<file path="src/vxe_pkg.sv">
// Constants, exit causes and carrier structs for the guest exit code encoder.
// Assumes one core clock domain; every user of this package imports it whole.
package vxe_pkg;

    // -------------------------------------------------------------------------
    // Widths
    // -------------------------------------------------------------------------
    localparam int VXE_FIELD_W = 64;
    localparam int VXE_CODE_W  = 8;
    localparam int VXE_VEC_W   = 142;

    // -------------------------------------------------------------------------
    // Exit codes
    // -------------------------------------------------------------------------
    localparam logic [7:0] VXE_CTL_RD_BASE = 8'h00;
    localparam logic [7:0] VXE_CTL_WR_BASE = 8'h10;
    localparam logic [7:0] VXE_DBG_RD_BASE = 8'h20;
    localparam logic [7:0] VXE_DBG_WR_BASE = 8'h30;
    localparam logic [7:0] VXE_EXCP_BASE   = 8'h40;
    localparam logic [7:0] VXE_CODE_INTR   = 8'h60;
    localparam logic [7:0] VXE_CODE_NMI    = 8'h61;
    localparam logic [7:0] VXE_CODE_SMI    = 8'h62;
    localparam logic [7:0] VXE_CODE_INIT   = 8'h63;
    localparam logic [7:0] VXE_CODE_VINTR  = 8'h64;
    localparam logic [7:0] VXE_CODE_SEL0   = 8'h65;
    localparam logic [7:0] VXE_CODE_IDTR   = 8'h66;
    localparam logic [7:0] VXE_CODE_GDTR   = 8'h67;
    localparam logic [7:0] VXE_CODE_LDTR   = 8'h68;
    localparam logic [7:0] VXE_CODE_TR     = 8'h69;
    localparam logic [7:0] VXE_CODE_PUSHF  = 8'h70;
    localparam logic [7:0] VXE_CODE_POPF   = 8'h71;
    localparam logic [7:0] VXE_CODE_RSM    = 8'h73;
    localparam logic [7:0] VXE_CODE_SWINT  = 8'h75;
    localparam logic [7:0] VXE_CODE_TOP    = 8'h8d;

    // -------------------------------------------------------------------------
    // Control register zero field positions (plain defaults)
    // -------------------------------------------------------------------------
    localparam int VXE_TS_BIT = 3;
    localparam int VXE_MP_BIT = 1;

    // -------------------------------------------------------------------------
    // Types
    // -------------------------------------------------------------------------
    typedef enum logic [4:0] {
        VXE_CTL_RD = 5'h00, VXE_CTL_WR = 5'h01, VXE_DBG_RD = 5'h02,
        VXE_DBG_WR = 5'h03, VXE_EXCP   = 5'h04, VXE_INTR   = 5'h05,
        VXE_NMI    = 5'h06, VXE_SMI    = 5'h07, VXE_INIT   = 5'h08,
        VXE_VINTR  = 5'h09, VXE_SEL0   = 5'h0a, VXE_IDTR   = 5'h0b,
        VXE_GDTR   = 5'h0c, VXE_LDTR   = 5'h0d, VXE_TR     = 5'h0e,
        VXE_PUSHF  = 5'h0f, VXE_POPF   = 5'h10, VXE_RSM    = 5'h11,
        VXE_SWINT  = 5'h12
    } vxe_cause_t;

    typedef enum logic [1:0] {
        VXE_ST_IDLE   = 2'b00,
        VXE_ST_STORE  = 2'b01,
        VXE_ST_RESUME = 2'b10
    } vxe_state_t;

    typedef struct packed {
        vxe_cause_t       cause;
        logic [4:0]       idx;
        logic [63:0]      detail;
        logic [63:0]      old_ctl0;
        logic [63:0]      new_ctl0;
    } vxe_exit_req_t;

    typedef struct packed {
        logic [63:0]      code;
        logic [63:0]      detail;
        logic             detail_we;
    } vxe_cb_wr_t;

endpackage : vxe_pkg

</file>
<file path="src/vxe_exit_encoder.sv">
// Guest exit reason encoder: takes one exit event, stores its code in the
// guest control block and only then lets host execution resume.
// Assumes the core offers exit events synchronous to i_clk and a memory
// port that accepts the control block store with a ready handshake.
//
// Contract
// - Every guest exit stores a cause code.
// - Low codes match intercept vector bit positions.
// - Control register n read gives 00h plus n.
// - Control register n write gives 10h plus n.
// - Debug register n read gives 20h plus n.
// - Debug register n write gives 30h plus n.
// - Exception vector v gives 40h plus v.
// - Physical maskable interrupt gives code 60h.
// - System management interrupt gives 62h plus detail.
// - Processor initialisation signal gives code 63h.
// - Pending virtual interrupt gives code 64h.
// - Selective zero write exits only on others.
// - Table register reads give 66h to 69h.
// - Flags push 70h, flags pop 71h.
// - System management return gives code 73h.
// - Software interrupt instruction gives code 75h.
// - Non-maskable interrupt gives code 61h.
`timescale 1ns/10ps
`default_nettype none
module vxe_exit_encoder
    import vxe_pkg::*;
#(
    parameter int VEC_W = VXE_VEC_W
)(
    input  wire logic             i_clk,
    input  wire logic             i_rst_b,
    input  wire logic             i_en,
    input  wire logic             i_exit_valid,
    input  wire vxe_exit_req_t    i_exit_req,
    input  wire logic [VEC_W-1:0] i_intercept_vec,
    input  wire logic             i_cb_wr_ready,
    output logic                  o_exit_ready,
    output logic                  o_cb_wr_valid,
    output vxe_cb_wr_t            o_cb,
    output logic                  o_resume_host,
    output logic                  o_no_exit,
    output logic                  o_cause_error
);

    // -------------------------------------------------------------------------
    // Cause decoding
    // -------------------------------------------------------------------------
    vxe_state_t  state;
    vxe_state_t  next_state;
    vxe_cb_wr_t  next_cb;
    logic        next_no_exit;
    logic        next_cause_error;
    logic [7:0]  map_code;
    logic        map_ok;
    logic        sel_change;
    logic        vec_hit;
    logic        take;
    logic        exit_ok;
    logic        is_sel;
    logic        is_smi;
    logic        stored;

    vxe_code_map u_code_map (
        .i_cause (i_exit_req.cause),
        .i_idx   (i_exit_req.idx),
        .o_code  (map_code),
        .o_ok    (map_ok)
    );

    vxe_ctl0_filter u_ctl0_filter (
        .i_old          (i_exit_req.old_ctl0),
        .i_new          (i_exit_req.new_ctl0),
        .o_other_change (sel_change)
    );

    // An exit is only real when the matching intercept enable is set
    assign vec_hit = (map_code <= VXE_CODE_TOP) ? i_intercept_vec[map_code] : 1'b0;
    assign is_sel  = (i_exit_req.cause == VXE_SEL0);
    assign is_smi  = (i_exit_req.cause == VXE_SMI);
    assign take    = i_en && i_exit_valid && (state == VXE_ST_IDLE);
    // Selective write touching only the ignored bits lets the guest run on
    assign exit_ok = map_ok && vec_hit && (!is_sel || sel_change);

    // -------------------------------------------------------------------------
    // Handshake outputs
    // -------------------------------------------------------------------------
    // Gated by the enable so that no handshake completes while state is frozen
    assign o_exit_ready  = i_en && (state == VXE_ST_IDLE);
    assign o_cb_wr_valid = i_en && (state == VXE_ST_STORE);
    assign o_resume_host = i_en && (state == VXE_ST_RESUME);
    assign stored        = o_cb_wr_valid && i_cb_wr_ready;

    // -------------------------------------------------------------------------
    // Next values
    // -------------------------------------------------------------------------
    assign next_cb.code      = (take && exit_ok) ? {56'h0, map_code} : o_cb.code;
    // Detail holds with the code, so the whole store group stands until it is accepted
    assign next_cb.detail    = (take && exit_ok) ? (is_smi ? i_exit_req.detail : 64'h0) : o_cb.detail;
    assign next_cb.detail_we = (take && exit_ok) ? is_smi : o_cb.detail_we;
    assign next_no_exit      = take && map_ok && !exit_ok;
    assign next_cause_error  = take && !map_ok;

    always_comb
    begin
        next_state = state;
        case (state)
            VXE_ST_IDLE:
            begin
                if (take && exit_ok)
                begin
                    next_state = VXE_ST_STORE;
                end
            end
            VXE_ST_STORE:
            begin
                // Resume waits for the store to be accepted
                if (stored)
                begin
                    next_state = VXE_ST_RESUME;
                end
            end
            VXE_ST_RESUME:
            begin
                next_state = VXE_ST_IDLE;
            end
            default:
            begin
                next_state = VXE_ST_IDLE;
            end
        endcase
    end

    // -------------------------------------------------------------------------
    // State
    // -------------------------------------------------------------------------
    always_ff @(posedge i_clk or negedge i_rst_b)
    begin
        if (!i_rst_b)
        begin
            state         <= VXE_ST_IDLE;
            o_cb          <= '0;
            o_no_exit     <= 1'b0;
            o_cause_error <= 1'b0;
        end
        else if (i_en)
        begin
            state         <= next_state;
            o_cb          <= next_cb;
            o_no_exit     <= next_no_exit;
            o_cause_error <= next_cause_error;
        end
    end
endmodule : vxe_exit_encoder
`default_nettype wire

</file>
<file path="src/vxe_ctl0_filter.sv">
// Detects a control register zero write that changes more than the two ignored bits.
// Assumes old and new values are stable while the request is offered.
`timescale 1ns/10ps
`default_nettype none
module vxe_ctl0_filter
    import vxe_pkg::*;
#(
    parameter int TS_BIT = VXE_TS_BIT,
    parameter int MP_BIT = VXE_MP_BIT
)(
    input  wire logic [63:0] i_old,
    input  wire logic [63:0] i_new,
    output logic             o_other_change
);

    localparam logic [63:0] IGNORE_MASK = (64'h1 << TS_BIT) | (64'h1 << MP_BIT);

    assign o_other_change = |((i_old ^ i_new) & ~IGNORE_MASK);

endmodule : vxe_ctl0_filter
`default_nettype wire

</file>
<file path="src/vxe_code_map.sv">
// Maps an exit cause and its index to the eight-bit exit code.
// Purely combinational; an index beyond the cause's range reports not ok.
`timescale 1ns/10ps
`default_nettype none
module vxe_code_map
    import vxe_pkg::*;
(
    input  wire vxe_cause_t  i_cause,
    input  wire logic [4:0]  i_idx,
    output logic [7:0]       o_code,
    output logic             o_ok
);

    logic [7:0] reg_off;
    logic [7:0] vec_off;
    logic       reg_ok;

    assign reg_off = {4'h0, i_idx[3:0]};
    assign vec_off = {3'h0, i_idx};
    assign reg_ok  = ~i_idx[4];

    always_comb
    begin
        o_ok   = 1'b1;
        o_code = 8'h00;
        case (i_cause)
            VXE_CTL_RD: begin o_code = VXE_CTL_RD_BASE + reg_off; o_ok = reg_ok; end
            VXE_CTL_WR: begin o_code = VXE_CTL_WR_BASE + reg_off; o_ok = reg_ok; end
            VXE_DBG_RD: begin o_code = VXE_DBG_RD_BASE + reg_off; o_ok = reg_ok; end
            VXE_DBG_WR: begin o_code = VXE_DBG_WR_BASE + reg_off; o_ok = reg_ok; end
            VXE_EXCP:   o_code = VXE_EXCP_BASE + vec_off;
            VXE_INTR:   o_code = VXE_CODE_INTR;
            VXE_NMI:    o_code = VXE_CODE_NMI;
            VXE_SMI:    o_code = VXE_CODE_SMI;
            VXE_INIT:   o_code = VXE_CODE_INIT;
            VXE_VINTR:  o_code = VXE_CODE_VINTR;
            VXE_SEL0:   o_code = VXE_CODE_SEL0;
            VXE_IDTR:   o_code = VXE_CODE_IDTR;
            VXE_GDTR:   o_code = VXE_CODE_GDTR;
            VXE_LDTR:   o_code = VXE_CODE_LDTR;
            VXE_TR:     o_code = VXE_CODE_TR;
            VXE_PUSHF:  o_code = VXE_CODE_PUSHF;
            VXE_POPF:   o_code = VXE_CODE_POPF;
            VXE_RSM:    o_code = VXE_CODE_RSM;
            VXE_SWINT:  o_code = VXE_CODE_SWINT;
            default:    o_ok   = 1'b0;
        endcase
    end

endmodule : vxe_code_map
`default_nettype wire

</file>
<file path="config.mk">
export PLATFORM = sky130hd
export DESIGN_NAME = vxe_exit_encoder
export DESIGN_NICKNAME = d
export VERILOG_FILES = /design/src/vxe_pkg.sv /design/src/vxe_exit_encoder.sv /design/src/vxe_ctl0_filter.sv /design/src/vxe_code_map.sv
export SDC_FILE = /design/constraint.sdc
export NUM_CORES = 1
export LEC_CHECK = 0
export BUFFER_PORTS_ARGS = -buffer_cell sky130_fd_sc_hd__clkbuf_2
export CAP_MARGIN = 20
export CORE_AREA = 5 5 185 187
export DETAILED_ROUTE_END_ITERATION = 6
export DIE_AREA = 0 0 190 192
export HOLD_SLACK_MARGIN = 0.03
export PLACE_DENSITY = 0.41
export SLEW_MARGIN = 40
export SYNTH_ARGS = -nofsm -noshare
export SYNTH_HDL_FRONTEND = slang
export SYNTH_SLANG_ARGS = --single-unit
</file>
<file path="constraint.sdc">
create_clock -name i_clk -period 1.6 [get_ports i_clk]
set_input_delay 0.32 -clock i_clk [delete_from_list [all_inputs] [get_ports i_clk]]
set_output_delay 0.32 -clock i_clk [all_outputs]
set_load 0.02 [all_outputs]
</file>
==> flow_metrics.env <==
export IMPL_final_period_minus_worst_setup_slack_ns=3.051
export IMPL_grt_antenna_before_repair=0
export IMPL_core_area_um2=32290
export IMPL_timing_max_transition_violations_final=0
export IMPL_syn_area_per_cell_um2=9.394
export IMPL_flow_area_growth_from_synthesis_pct=73.47
export IMPL_ant_nets=0
export IMPL_detail_route_iter0_violations=158
export IMPL_dp_slack_ns=-1.970
export IMPL_timing_hold_violations_final=0
export IMPL_core_rowCount=66
export IMPL_clock_sink_count=76
export IMPL_post_route_cells_drive_above_1_share=0.5531
export IMPL_peakVddDrop_v=0.0003590
export IMPL_ys_flop_type="dfrtp_1"
export IMPL_grt_pass1_wl_um=38250
export IMPL_nNetsFinal=1445
export IMPL_die_w_um=190
export IMPL_die_h_um=192
export IMPL_cp_start_kind="input port"
export IMPL_drt_wl_total_um=26750
export IMPL_top_level_ports=483
export IMPL_synth_seq_area_share=0.3461
export IMPL_drt_pre_antenna_iters=4
export IMPL_run_status="finished, violations left"
export IMPL_grt_max_degree=34
export IMPL_synthCells=585
export IMPL_initial_core_util=0.1702
export IMPL_commonest_non_fill_non_tap_cells_in_the_layout="400 x clkbuf_2, 98 x buf_4, 84 x nand2_1"
export IMPL_clk_pin_slew_worst_paths_ns=0.06
export IMPL_avg_wl_per_cell_um=17.34
export IMPL_die_area_um2=36480
export IMPL_critical_path_endpoint_type="register"
export IMPL_post_synthesis_register_bit_count=76
export IMPL_max_cap_viol_count=0
export IMPL_worst_endpoint_required_ns=1.83
export IMPL_first_global_vias=6793
export IMPL_cts_root_buf="clkbuf_16"
export IMPL_data_arrival_time_at_the_worst_slack_endpoint_ns=3.28
export IMPL_cell_seen_most_often_among_critical_path_stages="buf_4"
export IMPL_cts_tree="yes"
export IMPL_number_of_distinct_library_cells_after_synthesis=61
export IMPL_layout_worst_path_cycle_share=1.907
export IMPL_place_detailed_hpwl_um=22270
export IMPL_violations="negative setup slack"
export IMPL_grtUsageTotal=0.1358
export IMPL_port_buffer_count=407
export IMPL_critical_path_class="in2reg"
export IMPL_cts_buffer_depth=2
export IMPL_worst_clock_skew_ns=0.006812
export IMPL_critical_path_max_stage_delay_ns=0.37
export IMPL_layout_filler_cells=3492
export IMPL_worstHoldPathType="in2reg"
export IMPL_drcViolationCount=0
export IMPL_rsz0062_at_grt="yes"
export IMPL_vias=6350
export IMPL_totalPowerFinal_mw=6.644
export IMPL_clk_latency_ns=0.34
export IMPL_gp_congestion=0.8483
export IMPL_grt_overflow=0
export IMPL_htreeDepth=3
export IMPL_setup_viol=75
export IMPL_final_critical_path_setup_slack_ns=-1.451
export IMPL_synth_edf_count=0
export IMPL_num_antenna_cells=0
export IMPL_yosysWarnings=0
export IMPL_finish_cell_count_without_fillers=1543
export IMPL_dp_cells=1494
export IMPL_crit_path_top_delay_cell="o32ai_4"
export IMPL_final_common_cell="clkbuf_2"
export IMPL_cp_cell_sequence="clkbuf_4 -> buf_4 -> and3_4 -> o32ai_4 -> buf_4 -> clkbuf_16 -> nand2_1 -> a21oi_1 -> o21ai_0 -> a311oi_2 -> a211oi_4 -> a211oi_4 -> buf_4 -> o211ai_4 -> buf_12 -> buf_16 -> a22o_1"
export IMPL_async_reset_ff_frac=1.000
export IMPL_p_leak_nw=5.044
export IMPL_vias_per_cell=4.115
export IMPL_maxClockFrequency_mhz=327.8
export IMPL_cts_made_buffers=9
export IMPL_fin_util=0.2952
export IMPL_power_per_cell_area_nw_per_um2=697.0
export IMPL_crit_fanout=13
export IMPL_combined_area_of_all_synthesized_cells_um2=5495
## logic make-up (layout without fill, tap and decap cells)
logic type	after synthesis	in the layout	synth area share
muxes	27	27	0.05965
xor gates and xnor gates	60	60	0.09563
buffers and inverters	104	564	0.1296
other	1	57	0.0006824
AOI/OAI and AO/OA	150	150	0.2295
and+or+nand+nor	167	167	0.1389
DFF	76	76	0.3461
## through the flow
step | TNS (ns) | hold slack [ns] | cell area, um^2
floorplan | -99.54 | 0.02441 | 5729
global placement | -139.13 | 0.3063 | 8513
detailed placement | -141.71 | 0.3010 | 8513
CTS | -103.12 | 0.1793 | 9388
global route | -112.83 | 0.1879 | 9533
finish | -104.41 | 0.2019 | 9533
## Yosys cell counts (7+ instances only)
cell      instances  area (um^2)
nand2_1          87        326.6
dfrtp_1          76         1902
a22o_1           65        569.3
buf_4            63        473.0
xor2_1           48        420.4
buf_2            20        100.1
mux2i_1          17        170.2
nand3_1          17        85.08
nor2_1           16        60.06
nor4_1           12        75.07
xnor2_1          12        105.1
a21oi_1          10        50.05
nand4_1          10        62.56
inv_1             9        33.78
buf_6             8        90.09
a211oi_1          7        52.55
nor3_1            7        35.03
o21ai_0           7        35.03
## sequential cells by signal, summed over array words and instances, names as in the netlist
| name | count |
|---|---|
| state | 2 |
| o_cause_error | 1 |
| o_no_exit | 1 |
| o_cb | 72 |
## final timing paths
path / start / to / slack [ns] / cells past startpoint
worst min-delay path: i_exit_req[150] / o_cb[23] / 0.20 / 2
min in group asynchronous: i_rst_b / o_cb[62] / 0.47 / 2
worst max register to register: state[1] / o_cb[18] / -0.30 / 7
max in group asynchronous: i_rst_b / o_cb[67] / 0.57 / 3
worst min register to register: o_cause_error / o_cause_error / 0.49 / 1
worst max-delay path: i_exit_req[197] / o_cb[18] / -1.45 / 17
## routing by layer
layer | track usage | share of wire | routed length (um) | vias up
li1 | - | - | - | 3074
met1 | 0.1482 | 0.38 | 10130 | 2904
met2 | 0.2459 | 0.50 | 13390 | 333
met3 | 0.04162 | 0.085 | 2283 | 39
met4 | 0.05314 | 0.036 | 956 | 0
met5 | 0 | 0 | 0 | -
## worst max-delay path: cells and delay by family
kind	cells	cell delay, ns
buf+inv	7	1.13
compound gates	8	1.58
simple gates	2	0.24
## where the power goes
part | internal (mW) | switching [mW] | leakage [nW]
clock network | 1.07 | 0.881 | 0.135
registers | 2.05 | 0.0800 | 1.04
logic | 1.25 | 1.31 | 3.87
## area by class of cell
cell class | instances | area [um^2] | share of cell area
clock buffer | 9 | 225.2 | 0.02363
clock inverter | 7 | 57.56 | 0.006038
inverter | 9 | 33.78 | 0.003544
multi-input combinational | 461 | 3328 | 0.3491
sequential | 76 | 1902 | 0.1995
tap | 442 | 553.0 | 0.05801
timing repair buffer | 539 | 3433 | 0.3602
## what timing repair did
action                                  in CTS  in global routing
pin swaps                                   32                 16
cloned                                       5                  1
setup buffers                               24                  9
gates resized for setup                     71                 25
endpoints found under the hold margin       30                  0
endpoints found under the setup margin      76                 77
hold buffers                                 1                  0
Power figures use the tool's default switching activity.
